--- src/verilog/power_seq_map.svh ---
// Command codes, field positions, reset values and timing figures of the power sequencer.
// Assumes one 10 MHz system clock; times are kept in milliseconds.
`ifndef POWER_SEQ_MAP_SVH
`define POWER_SEQ_MAP_SVH
`define CMD_UV_RESP      8'h5A
`define CMD_PG_ON        8'h5E
`define CMD_PG_OFF       8'h5F
`define CMD_ON_DELAY     8'h60
`define CMD_ON_RISE      8'h61
`define CMD_TON_MAX      8'h62
`define CMD_OFF_DELAY    8'h64
`define CMD_OFF_FALL     8'h65
`define CMD_TOFF_WARN    8'h66
`define CMD_STATUS_BYTE  8'h78
`define CMD_STATUS_WORD  8'h79
`define SLOT_ON_DELAY    0
`define SLOT_ON_RISE     1
`define SLOT_TON_MAX     2
`define SLOT_OFF_DELAY   3
`define SLOT_OFF_FALL    4
`define SLOT_TOFF_WARN   5
`define UV_RESP_MSB      7
`define UV_RESP_LSB      6
`define UV_RESP_TURN_OFF 2'h3
`define ST_VOUT_OV       5
`define ST_IOUT_OC       4
`define ST_VIN_UV        3
`define ST_TEMP          2
`define ST_CML           1
`define SW_VOUT          15
`define SW_IOUT          14
`define SW_VIN           13
`define RST_BYTE         8'h00
`define RST_WORD         16'h0000
`define CLK_PERIOD_NS    100
`define MS_NS            1000000
`define ON_DELAY_MIN_MS  18'h00001
`define POR_EXTRA_MS     18'h00027
`define RISE_MIN_MS      18'h0000A
`define RISE_SHARE_MS    18'h000C8
`define FALL_MIN_MS      18'h0000A
`define WARN_MARGIN_MS   18'h00005
`endif

--- src/verilog/power_seq_pkg.sv ---
// Types shared by the power sequencer modules.
// Assumes the timing counters of the sequencer are 18 bits wide.
package power_seq_pkg;
  typedef enum logic [2:0] {S_OFF, S_TON_DLY, S_RISE, S_ON, S_TOFF_DLY, S_FALL} seq_state_t;

  typedef struct packed {
    seq_state_t       st;
    logic [7:0]       uv_resp;
    logic [15:0]      pg_on_lvl;
    logic [15:0]      pg_off_lvl;
    logic [5:0][15:0] tim;
    logic [17:0]      ph;
    logic [17:0]      on_cnt;
    logic [17:0]      off_cnt;
    logic             on_run;
    logic             off_run;
    logic             latched;
    logic             ton_flt;
    logic             toff_wrn;
    logic             por_pend;
    logic             ctrl_prev;
    logic             op_prev;
    logic             vin_prev;
    logic             out_en;
    logic             rise;
    logic             fall;
    logic             pg;
    logic             alert_n;
    logic [7:0]       status;
    logic [15:0]      rdata;
  } seq_regs_t;

  typedef struct packed {
    logic [31:0] cnt;
    logic        tick;
  } tick_regs_t;
endpackage
--- src/verilog/linear11_to_ms.sv ---
// Converts an exponent/mantissa time word to whole milliseconds.
// Assumes the word holds a non-negative time; negative mantissas read as zero.
`timescale 1ns/1ps
module linear11_to_ms (
  input  wire logic [15:0] word,
  output logic      [15:0] ms
);
  logic signed [4:0] expo;
  logic        [10:0] man;
  logic        [31:0] wide;

  always_comb
  begin
    expo = word[15:11];
    man  = word[10:0];
    wide = 32'h0000_0000;
    if (man[10])
    begin
      ms = 16'h0000;
    end
    else
    begin
      if (expo[4])
        wide = {21'h00_0000, man} >> 5'(-expo);
      else
        wide = {21'h00_0000, man} << 5'(expo);
      // Large products saturate rather than wrap to a short time.
      ms = (|wide[31:16]) ? 16'hFFFF : wide[15:0];
    end
  end
endmodule // linear11_to_ms

--- src/verilog/ms_tick_gen.sv ---
// Divides the system clock down to a one-cycle pulse per millisecond.
// Assumes CYCLES is at least 1.
`timescale 1ns/1ps
module ms_tick_gen
  import power_seq_pkg::*;
#(
  parameter int unsigned CYCLES = 10000
) (
  input  wire logic clk_sys,
  input  wire logic rst,
  output logic      tick
);
  tick_regs_t q;
  tick_regs_t d;

  always_comb
  begin
    d      = q;
    d.tick = 1'b0;
    if (q.cnt >= CYCLES - 1)
    begin
      d.cnt  = 32'h0000_0000;
      d.tick = 1'b1;
    end
    else
      d.cnt = q.cnt + 32'h0000_0001;
  end

  always_ff @(posedge clk_sys or posedge rst)
  begin
    if (rst)
      q <= '0;
    else
      q <= d;
  end

  assign tick = q.tick;
endmodule // ms_tick_gen

--- src/verilog/power_seq_monitor.sv ---
// Output power sequencing, start and stop supervision and summary status.
// Assumes all inputs are synchronous to clk_sys and the command port is fed by a host bridge.
//
// Function
// Response field 11 in bits 7:6 turns output off on input under-voltage.
// Latched fault clears on control pin, operation enable or input power restart.
// Output above assert level drives power-good pin low; also the start target.
// Output below deassert level drives power-good pin high.
// Power-good pin stays high throughout start-up.
// Wait programmed turn-on delay before rise, never under 1 ms.
// After input power restart add fixed 39 ms to turn-on delay.
// Rise time at least 10 ms, or 200 ms with current sharing.
// Rise time writes are ignored while current sharing is on; the code still stores them, and they apply once sharing ends.
// Missing the assert level within start limit latches fault, alert held low.
// Start limit of zero disables start-up timeout checking.
// Start limit floor is rise plus 10 ms, or plus 200 ms sharing.
// After disable wait programmed turn-off delay before the fall.
// Fall lasts programmed fall time, at least 10 ms.
// Fall warning limit at least fall plus 5 ms; overrun holds alert low.
// Status byte bits report faults: 5 OV, 4 OC, 3 UV, 2 OT, 1 CML.
// Time words decode as signed 5-bit exponent and signed 11-bit mantissa; the code reads negative mantissas as zero.
`timescale 1ns/1ps
`include "power_seq_map.svh"
module power_seq_monitor
  import power_seq_pkg::*;
#(
  parameter int unsigned MS_CYCLES = `MS_NS / `CLK_PERIOD_NS
) (
  input  wire logic        clk_sys,
  input  wire logic        rst,
  input  wire logic        cmd_valid,
  input  wire logic        cmd_write,
  input  wire logic [7:0]  cmd_code,
  input  wire logic [15:0] cmd_wdata,
  output logic      [15:0] cmd_rdata,
  input  wire logic        ctrl_pin_enable,
  input  wire logic        operation_enable,
  input  wire logic        input_power_ok,
  input  wire logic        vin_uv_fault,
  input  wire logic        vout_ov_fault,
  input  wire logic        iout_oc_fault,
  input  wire logic        temp_fault,
  input  wire logic        cml_fault,
  input  wire logic        droop_load_sharing,
  input  wire logic        active_current_sharing,
  input  wire logic [15:0] vout_level,
  output logic             output_enable,
  output logic             rise_active,
  output logic             fall_active,
  output logic             power_good_sync_pin,
  output logic             fault_alert_pin_n
);
  seq_regs_t        q;
  seq_regs_t        d;
  logic             tick;
  logic [5:0][15:0] ms;
  logic             shr;
  logic             en;
  logic             clr;
  logic             vabove;
  logic             vbelow;
  logic [17:0]      dly_ms;
  logic [17:0]      rise_ms;
  logic [17:0]      ton_lim;
  logic [17:0]      toffd_ms;
  logic [17:0]      fall_ms;
  logic [17:0]      warn_lim;
  logic             uv_trip;
  logic             ton_trip;
  logic             toff_trip;

  function automatic logic [17:0] max18(input logic [17:0] a, input logic [17:0] b);
    return (a > b) ? a : b;
  endfunction

  ms_tick_gen #(
    .CYCLES (MS_CYCLES)
  ) u_tick (
    .clk_sys (clk_sys),
    .rst     (rst),
    .tick    (tick)
  );

  for (genvar i = 0; i < 6; i++)
  begin : g_dec
    linear11_to_ms u_dec (
      .word (q.tim[i]),
      .ms   (ms[i])
    );
  end

  assign shr      = droop_load_sharing | active_current_sharing;
  assign en       = ctrl_pin_enable & operation_enable & input_power_ok;
  // Any re-enable edge or return of input power counts as a clear request.
  assign clr      = (ctrl_pin_enable & ~q.ctrl_prev) | (operation_enable & ~q.op_prev)
                  | (input_power_ok & ~q.vin_prev);
  assign vabove   = vout_level > q.pg_on_lvl;
  assign vbelow   = vout_level < q.pg_off_lvl;
  assign dly_ms   = max18({2'b00, ms[`SLOT_ON_DELAY]}, `ON_DELAY_MIN_MS)
                  + (q.por_pend ? `POR_EXTRA_MS : 18'h00000);
  // Sharing forces the fixed rise time, so stored rise writes have no effect then.
  assign rise_ms  = shr ? `RISE_SHARE_MS
                  : max18({2'b00, ms[`SLOT_ON_RISE]}, `RISE_MIN_MS);
  assign ton_lim  = max18({2'b00, ms[`SLOT_TON_MAX]},
                          rise_ms + (shr ? `RISE_SHARE_MS : `RISE_MIN_MS));
  assign toffd_ms = {2'b00, ms[`SLOT_OFF_DELAY]};
  assign fall_ms  = max18({2'b00, ms[`SLOT_OFF_FALL]}, `FALL_MIN_MS);
  assign warn_lim = max18({2'b00, ms[`SLOT_TOFF_WARN]}, fall_ms + `WARN_MARGIN_MS);
  assign uv_trip  = vin_uv_fault
                  && (q.uv_resp[`UV_RESP_MSB:`UV_RESP_LSB] == `UV_RESP_TURN_OFF);
  assign ton_trip = q.on_run && !vabove && (q.tim[`SLOT_TON_MAX] != 16'h0000)
                  && (q.on_cnt >= ton_lim);
  assign toff_trip = q.off_run && !vbelow && (q.off_cnt >= warn_lim);

  always_comb
  begin
    d           = q;
    d.ctrl_prev = ctrl_pin_enable;
    d.op_prev   = operation_enable;
    d.vin_prev  = input_power_ok;
    // A fault arriving in the clearing cycle survives the clear.
    d.latched   = (q.latched & ~clr) | uv_trip | ton_trip;
    d.ton_flt   = (q.ton_flt & ~clr) | ton_trip;
    d.toff_wrn  = (q.toff_wrn & ~clr) | toff_trip;

    if (q.on_run)
    begin
      if (vabove || ton_trip)
        d.on_run = 1'b0;
      else if (tick)
        d.on_cnt = q.on_cnt + 18'h00001;
    end
    if (q.off_run)
    begin
      if (vbelow || toff_trip)
        d.off_run = 1'b0;
      else if (tick)
        d.off_cnt = q.off_cnt + 18'h00001;
    end

    case (q.st)
      S_OFF:
      begin
        if (en && !q.latched)
        begin
          d.st = S_TON_DLY;
          d.ph = 18'h00000;
        end
      end
      S_TON_DLY:
      begin
        if (!en)
          d.st = S_OFF;
        else if (q.ph >= dly_ms)
        begin
          d.st       = S_RISE;
          d.ph       = 18'h00000;
          d.out_en   = 1'b1;
          d.rise     = 1'b1;
          d.on_run   = 1'b1;
          d.on_cnt   = 18'h00000;
          d.por_pend = 1'b0;
        end
        else if (tick)
          d.ph = q.ph + 18'h00001;
      end
      S_RISE, S_ON:
      begin
        if (!en)
        begin
          d.st      = S_TOFF_DLY;
          d.ph      = 18'h00000;
          d.rise    = 1'b0;
          // Start supervision ends once the output is being turned off.
          d.on_run  = 1'b0;
          d.off_run = 1'b1;
          d.off_cnt = 18'h00000;
        end
        else if (q.st == S_RISE)
        begin
          if (q.ph >= rise_ms)
          begin
            d.st   = S_ON;
            d.rise = 1'b0;
          end
          else if (tick)
            d.ph = q.ph + 18'h00001;
        end
      end
      S_TOFF_DLY:
      begin
        if (q.ph >= toffd_ms)
        begin
          d.st     = S_FALL;
          d.ph     = 18'h00000;
          d.out_en = 1'b0;
          d.fall   = 1'b1;
        end
        else if (tick)
          d.ph = q.ph + 18'h00001;
      end
      S_FALL:
      begin
        if (q.ph >= fall_ms)
        begin
          d.st   = S_OFF;
          d.fall = 1'b0;
        end
        else if (tick)
          d.ph = q.ph + 18'h00001;
      end
      default:
        d.st = S_OFF;
    endcase

    // Protection shutdown drops the output at once, without the soft fall.
    if (uv_trip || ton_trip)
    begin
      d.st     = S_OFF;
      d.out_en = 1'b0;
      d.rise   = 1'b0;
      d.fall   = 1'b0;
      d.on_run = 1'b0;
    end
    // Set after the state case so a restart during sequencing is not lost.
    if (input_power_ok && !q.vin_prev)
      d.por_pend = 1'b1;

    if (d.st == S_TON_DLY || d.st == S_RISE)
      d.pg = 1'b1;
    else if (vabove)
      d.pg = 1'b0;
    else if (vbelow)
      d.pg = 1'b1;
    d.alert_n = ~(d.latched | d.toff_wrn);

    d.status              = `RST_BYTE;
    d.status[`ST_VOUT_OV] = vout_ov_fault;
    d.status[`ST_IOUT_OC] = iout_oc_fault;
    d.status[`ST_VIN_UV]  = vin_uv_fault;
    d.status[`ST_TEMP]    = temp_fault;
    d.status[`ST_CML]     = cml_fault;

    if (cmd_valid && cmd_write)
    begin
      case (cmd_code)
        `CMD_UV_RESP:    d.uv_resp = cmd_wdata[7:0];
        `CMD_PG_ON:      d.pg_on_lvl = cmd_wdata;
        `CMD_PG_OFF:     d.pg_off_lvl = cmd_wdata;
        `CMD_ON_DELAY:   d.tim[`SLOT_ON_DELAY] = cmd_wdata;
        `CMD_ON_RISE:    d.tim[`SLOT_ON_RISE] = cmd_wdata;
        `CMD_TON_MAX:    d.tim[`SLOT_TON_MAX] = cmd_wdata;
        `CMD_OFF_DELAY:  d.tim[`SLOT_OFF_DELAY] = cmd_wdata;
        `CMD_OFF_FALL:   d.tim[`SLOT_OFF_FALL] = cmd_wdata;
        `CMD_TOFF_WARN:  d.tim[`SLOT_TOFF_WARN] = cmd_wdata;
        default:         d.uv_resp = q.uv_resp;
      endcase
    end
    else if (cmd_valid)
    begin
      case (cmd_code)
        `CMD_UV_RESP:     d.rdata = {8'h00, q.uv_resp};
        `CMD_PG_ON:       d.rdata = q.pg_on_lvl;
        `CMD_PG_OFF:      d.rdata = q.pg_off_lvl;
        `CMD_ON_DELAY:    d.rdata = q.tim[`SLOT_ON_DELAY];
        `CMD_ON_RISE:     d.rdata = q.tim[`SLOT_ON_RISE];
        `CMD_TON_MAX:     d.rdata = q.tim[`SLOT_TON_MAX];
        `CMD_OFF_DELAY:   d.rdata = q.tim[`SLOT_OFF_DELAY];
        `CMD_OFF_FALL:    d.rdata = q.tim[`SLOT_OFF_FALL];
        `CMD_TOFF_WARN:   d.rdata = q.tim[`SLOT_TOFF_WARN];
        `CMD_STATUS_BYTE: d.rdata = {8'h00, q.status};
        `CMD_STATUS_WORD:
        begin
          d.rdata           = {8'h00, q.status};
          d.rdata[`SW_VOUT] = q.status[`ST_VOUT_OV] | q.ton_flt | q.toff_wrn;
          d.rdata[`SW_IOUT] = q.status[`ST_IOUT_OC];
          d.rdata[`SW_VIN]  = q.status[`ST_VIN_UV];
        end
        default:          d.rdata = `RST_WORD;
      endcase
    end
  end

  always_ff @(posedge clk_sys or posedge rst)
  begin
    if (rst)
    begin
      q         <= '0;
      q.st      <= S_OFF;
      q.pg      <= 1'b1;
      q.alert_n <= 1'b1;
    end
    else
      q <= d;
  end

  assign cmd_rdata           = q.rdata;
  assign output_enable       = q.out_en;
  assign rise_active         = q.rise;
  assign fall_active         = q.fall;
  assign power_good_sync_pin = q.pg;
  assign fault_alert_pin_n   = q.alert_n;
endmodule // power_seq_monitor

--- config.mk ---
export PLATFORM = sky130hd
export DESIGN_NAME = power_seq_monitor
export DESIGN_NICKNAME = d
export VERILOG_FILES = /design/src/verilog/power_seq_pkg.sv /design/src/verilog/linear11_to_ms.sv /design/src/verilog/ms_tick_gen.sv /design/src/verilog/power_seq_monitor.sv
export VERILOG_INCLUDE_DIRS = /design/src /design/src/verilog
export SDC_FILE = /design/constraint.sdc
export NUM_CORES = 1
export LEC_CHECK = 0
export BUFFER_PORTS_ARGS = -buffer_cell sky130_fd_sc_hd__buf_2
export CAP_MARGIN = 5
export CORE_UTILIZATION = 41
export DETAILED_ROUTE_END_ITERATION = 10
export HOLD_SLACK_MARGIN = 0.06
export PLACE_DENSITY = 0.56
export RECOVER_POWER = 50
export SYNTH_ARGS = -nofsm -noshare
export SYNTH_HDL_FRONTEND = slang
export SYNTH_SLANG_ARGS = --single-unit
--- constraint.sdc ---
create_clock -name clk_sys -period 15.52 [get_ports clk_sys]
set_clock_uncertainty 0.05 [all_clocks]
set_input_delay 1.552 -clock clk_sys [delete_from_list [all_inputs] [get_ports clk_sys]]
set_output_delay 1.552 -clock clk_sys [all_outputs]
set_load 0.005 [all_outputs]
==> results of run 1 <==
-- worst max path at each step --
stage | startpoint | end | cells past startpoint
2_1_floorplan | rst | cmd_rdata[0] | 1
3_3_place_gp | q[168] | q[44] | 33
3_5_place_dp | q[168] | q[44] | 33
4_1_cts | q[168] | q[44] | 34
5_1_grt | q[168] | q[44] | 34
6_report | q[168] | q[44] | 34
-- final cells by class --
type	instances	share of cell area, %
clock inverter	21	1.22
multi-input combinational	2362	63.2
sequential	261	24.7
tap	773	3.65
timing repair buffer	111	2.44
clock buffer	36	3.15
inverter	118	1.68
-- per-layer routing --
layer / up-vias / global-route usage, % / wire length (um)
met5: - / 0 / 0
met1: 11400 / 37.5 / 37000
met4: 0 / 7.61 / 2420
met2: 784 / 46.4 / 40000
met3: 117 / 4.11 / 5480
li1: 10800 / - / -
-- flip-flops by register name, indices dropped and copies added, names as in the netlist --
register / count
q: 207
u_tick.q: 32
cmd_rdata: 16
fall_active: 1
fault_alert_pin_n: 1
output_enable: 1
power_good_sync_pin: 1
rise_active: 1
u_tick.tick: 1
-- through the flow --
stage	setup WS, ps	util, %
after floorplan	6740	-
after global placement	5050	42.9
after detailed placement	4660	42.9
after CTS	4610	44.8
after global routing	3490	44.8
final	4440	44.8
-- power by group through the flow --
stage	Sequential (mW)	Clock, mW	Combinational (mW)
floorplan	0.735	0	0.498
global placement	0.768	0	0.651
detailed placement	0.768	0	0.662
CTS	0.756	0.840	0.665
global route	0.761	0.866	0.742
finish	0.757	0.826	0.668
-- cell families (layout without fill, tap and decap cells) --
family,after synthesis,count (layout),synth area share (%)
flip-flops,261,261,26.6
XOR/XNOR,58,58,2.07
multiplexers,274,274,13.9
AND/OR/NAND/NOR,941,941,18.8
AO/OA/AOI/OAI,892,892,23.8
adder cells (fa/ha/maj),179,179,9.15
buffers and inverters,338,286,5.75
other,1,18,0.0153
-- synthesized netlist by cell type, drive strengths merged (68+ instances only) --
cell | instances | area, um2
nor3 | 68 | 345
mux2 | 127 | 1440
clkbuf | 154 | 581
dfrtp | 259 | 6480
mux2i | 107 | 1070
nand3 | 83 | 415
inv | 114 | 428
a21o | 78 | 586
nor2 | 208 | 781
nand2 | 276 | 1040
o21ai | 224 | 1120
a21oi | 193 | 966
ha | 178 | 2230
-- critical path, delay by kind of cell, from the launching register on --
family	cells	cell delay (ps)
adders and majority gates	4	1520
buffers and inverters	3	480
xor gates and xnor gates	1	150
DFF	1	1110
muxes	3	780
AOI/OAI and AO/OA	11	2160
and+or+nand+nor	12	4750
==> results.ini, run 1 <==
[status]
status = finished with violations
violations = max-capacitance violations, max-slew violations

[setup_path]
critPathMaxFanout = 33
cp_common_cell = o21ai_0
end_kind = flop
startpoint_type = flop
arrival_ps = 11560
timing.rr.end = q[44]
crit_required_ps = 16000
cp_slowest_cell = dfrtp_1
critPathKind = flop to flop
max_stage_delay_ps = 1110
r2r_cells = 34
r2r_start = q[168]
r2r_slack_ps = 4440

[power_and_ir_drop]
p_leak_nw = 11.9
switchingPower_mw = 0.780
power_frac_seq_pct = 33.6
powerDensity_nw_per_um2 = 85.0
switching_share_pct = 34.6
design_power_total_mw = 2.25
cell_internal_pwr_mw = 1.47
irDropWorstVdd_v = 0.0000898
p_comb_share_pct = 29.7
pwr-share-clk_pct = 36.7

[sta]
fin_crit_sh_pct = 71.4
setup_tns_ps = 0
rsz0062_at_grt = false
max_freq_mhz = 90.2
slew_headroom_pct = -266
period_needed_ps = 11080
hold_viol = 0
maxSlewViolCount = 122
worst_pin_slew_ps = 5450
hold_ws_ps = 407
setup_viol_count_final = 0

[placement]
post-place-cells = 3625
routabilityCongestion = 0.981
placed_cell_area_um2 = 25300
dp_hpwl_mm = 63.9
portBuffers = 74

[final_layout]
areaGrowthSynthToFinish_pct = 7.79
multi_input_area_um2 = 16700
fill_cells = 5790
final_nets = 3118
regArea_um2 = 6530
stdcell_count = 3682
diodes = 0
final_area_um2 = 26500
final_common_cell = nand2_1
final_cell_mix = 276 x nand2_1, 259 x dfrtp_1, 215 x o21ai_0, 208 x nor2_1, 193 x a21oi_1
drive_gt1_share_pct = 12.2

[floorplan]
floorplan.die.height_um = 247
num_rows = 89
die_area_um2 = 60900
core_um2 = 59100
die_w_um = 247
pin_count = 75
initial_core_util_pct = 41.6

[clock_tree]
cts_buffers = 31
post_cts_buffers = 0
path_clk_slew_ps = 60
cts_resized = 0
cts_sinks = 261
ctsHtreeMaxLevel = 1
cts_tree = yes
cts_buffer_depth = 3
clkLatencyLatePin_ps = 600
clock-root-buffer = clkbuf_16
hold_buffers = 0

[yosys]
seq_area_frac_synth_pct = 26.6
synthCells = 2944
synth-edff-count = 0
ys_ff_latch = 261
synth_ff_type = dfrtp_1
ys_types = 88
syn_area_um2 = 24600
yosysWarningCount = 0
async_reset_ff_share_pct = 100
syn_avg_cell_area_um2 = 8.35

[global_routing]
grt_use_total_pct = 27.9
overflow = 0
grt_pass1_vias = 22400
grt_pass1_wl_mm = 133
grt_max_degree = 142
antenna_found_initial = 4

[worst_hold_path]
hold_path_depth = 1
hold_start = u_tick.q[1]
hp-class = flop to flop
holdPathEnd = u_tick.q[1]

[drt]
vias = 23100
drc = 0
drtAntennaViolNets = 0
wl_per_cell_um = 23.1
drtPass1Iterations = 6
routed_via_density = 6.29
drt_iter0_drc = 2086
wirelength_mm = 85.0

[flow_run]
maxCapViolCount = 1

Note: power is estimated with default switching activity, not from simulation.
==> run 2: changes to the inputs <==
clock period = 11.45 ns   (was 15.52 ns; I/O delays follow)
==> run 2 against run 1 <==
The run still ends with max-capacitance violations, max-slew violations left. Clock power up 40%. Core utilization hardly changed. First-iteration DRC count grew 6.1%. Sequential cell count is the same. Die area stayed put. Hold slack gained 2.2 ps. Sequential power rose by 36%. Critical path depth up 1. Wire length rose by 2.1%. Maximum frequency is 5.1% higher. Cell area is essentially flat.
==> results.ini, run 2 (same netlist as run 1, synthesis figures left out) <==
[status]
status = finished with violations
violations = max-capacitance violations, max-slew violations

[sta]
period_needed_ps = 10540  ; -539 ps
rsz0062_at_grt = false
setup_tns_ps = 0  ; unchanged
max_freq_mhz = 94.8  ; +5.1%
worst_pin_slew_ps = 3690  ; -1770 ps
hold_viol = 0  ; unchanged
maxSlewViolCount = 140  ; +15%
fin_crit_sh_pct = 92.1  ; +21 points
slew_headroom_pct = -147  ; +120 points
setup_viol_count_final = 0  ; unchanged

[power_and_ir_drop]
power_frac_seq_pct = 33.4  ; -0.2 points
switchingPower_mw = 1.08  ; +38%
irDropWorstVdd_v = 0.000119  ; +32%
p_comb_share_pct = 29.0  ; -0.7 points
p_leak_nw = 11.9  ; about the same
switching_share_pct = 35.1  ; +0.42 points
powerDensity_nw_per_um2 = 116  ; +37%
cell_internal_pwr_mw = 2.00  ; +36%
design_power_total_mw = 3.08  ; +37%
pwr-share-clk_pct = 37.6  ; +0.9 points

[final_layout]
finish.utilization_pct = 44.8  ; about the same
regArea_um2 = 6530  ; unchanged
final_nets = 3129  ; +0.35%
largest_reg_flops = 207  ; unchanged
fill_cells = 5834  ; +0.76%
regMostFlops = q
diodes = 0  ; unchanged
multi_input_area_um2 = 16700  ; -0.19%
final_cell_mix = 276 x nand2_1, 259 x dfrtp_1, 215 x o21ai_0, 208 x nor2_1, 193 x a21oi_1
final_common_cell = nand2_1
stdcell_count = 3693  ; +0.30%
drive_gt1_share_pct = 11.8  ; -0.39 points
areaGrowthSynthToFinish_pct = 7.86  ; about the same
final_area_um2 = 26500  ; about the same

[clock_tree]
cts_buffer_depth = 3  ; unchanged
path_clk_slew_ps = 60  ; about the same
cts_sinks = 261  ; unchanged
hold_buffers = 0  ; unchanged
cts_tree = yes
cts_buffers = 34  ; +9.7%
post_cts_buffers = 0  ; unchanged
cts_resized = 0  ; unchanged
ctsHtreeMaxLevel = 2  ; +1
clkLatencyLatePin_ps = 580  ; -20 ps
clock-root-buffer = clkbuf_16

[drt]
routed_via_density = 6.31  ; +0.40%
drtAntennaViolNets = 0  ; unchanged
drtPass1Iterations = 6  ; unchanged
drt_iter0_drc = 2214  ; +6.1%
vias = 23300  ; +0.70%
wirelength_mm = 86.7  ; +2.1%
wl_per_cell_um = 23.5  ; +1.8%
drc = 0  ; unchanged

[floorplan]
core_um2 = 59100  ; unchanged
pin_count = 75  ; unchanged
die_w_um = 247  ; unchanged
num_rows = 89  ; unchanged
floorplan.die.height_um = 247  ; unchanged
die_area_um2 = 60900  ; unchanged
initial_core_util_pct = 41.6  ; unchanged

[placement]
placed_cell_area_um2 = 25400  ; +0.19%
post-place-cells = 3633  ; +0.22%
dp_hpwl_mm = 64.4  ; +0.72%
routabilityCongestion = 0.951  ; -3.1%
portBuffers = 74  ; unchanged

[setup_path]
arrival_ps = 10960  ; -600 ps
cp_slowest_cell = and3_1
critPathKind = flop to flop
startpoint_type = flop
max_stage_delay_ps = 710  ; -400 ps
crit_required_ps = 11870  ; -4130 ps
critPathMaxFanout = 36  ; +9.1%
end_kind = flop
r2r_slack_ps = 910  ; -3530 ps
cp_common_cell = o21ai_0

[global_routing]
grt_use_total_pct = 28.3  ; +0.43 points
overflow = 0  ; unchanged
antenna_found_initial = 3  ; -1
grt_pass1_wl_mm = 134  ; +0.74%
grt_pass1_vias = 22200  ; -0.52%
grt_max_degree = 82  ; -42%

[worst_hold_path]
hp-class = flop to flop

[flow_run]
maxCapViolCount = 2  ; +1

-- run 2: cell count changes in the layout (fill, tap and decap cells not counted), moves of 3 or more --
| cell | delta |
|---|---|
| clkbuf_1 | +14 |
| clkbuf_8 | +3 |
| nor3_2 | -4 |
| clkinv_2 | -3 |
| nor3_1 | +4 |
| clkbuf_16 | +3 |
| bufinv_16 | -3 |
-- run 2: through the flow --
step	setup slack, ps	hold slack, ps
after floorplan	2790	383
after global routing	47.0	433
after CTS	1020	414
after global placement	1590	404
final	907	409
after detailed placement	1070	406
-- run 2: worst paths after layout --
| kind | to | depth (start not counted) | startpoint |
|---|---|---|---|
| max reg2reg | q[44] | 35 | q[167] |
| max in group asynchronous | u_tick.q[7] | 4 | rst |
| min | u_tick.q[1] | 1 | u_tick.q[1] |
| min in group asynchronous | q[190] | 2 | rst |
| max | q[44] | 35 | q[167] |
| min reg2reg | u_tick.q[1] | 1 | u_tick.q[1] |
-- run 2: layout make-up --
class | count | share of cell area (%)
Clock buffer | 47 | 3.66
Clock inverter | 13 | 0.821
Inverter | 118 | 1.68
Multi-Input combinational cell | 2362 | 63.0
Sequential cell | 261 | 24.7
Tap cell | 773 | 3.65
Timing Repair Buffer | 119 | 2.51
-- run 2: routing by layer --
metal | vias to the layer above | wire, um | global-route usage [%]
met1 | 11500 | 38100 | 38.4
met5 | - | 0 | 0
met2 | 839 | 40400 | 46.3
met3 | 127 | 5700 | 3.85
li1 | 10900 | - | -
met4 | 0 | 2540 | 9.17
-- run 2: power by group through the flow --
stage / logic, mW / clock network (mW) / registers [mW]
after floorplan: 0.675 / 0 / 0.997
after global placement: 0.873 / 0 / 1.04
after global routing: 0.995 / 1.21 / 1.03
after CTS: 0.892 / 1.18 / 1.03
after detailed placement: 0.887 / 0 / 1.04
final: 0.894 / 1.16 / 1.03
-- run 2: critical path, delay by kind of cell, from the launching register on --
| kind | cells | cell delay [ps] |
|---|---|---|
| AOI/OAI and AO/OA | 11 | 2190 |
| muxes | 3 | 800 |
| buffers and inverters | 4 | 690 |
| and+or+nand+nor | 12 | 4740 |
| xor gates and xnor gates | 1 | 140 |
| DFF | 1 | 320 |
| adders and majority gates | 4 | 1450 |
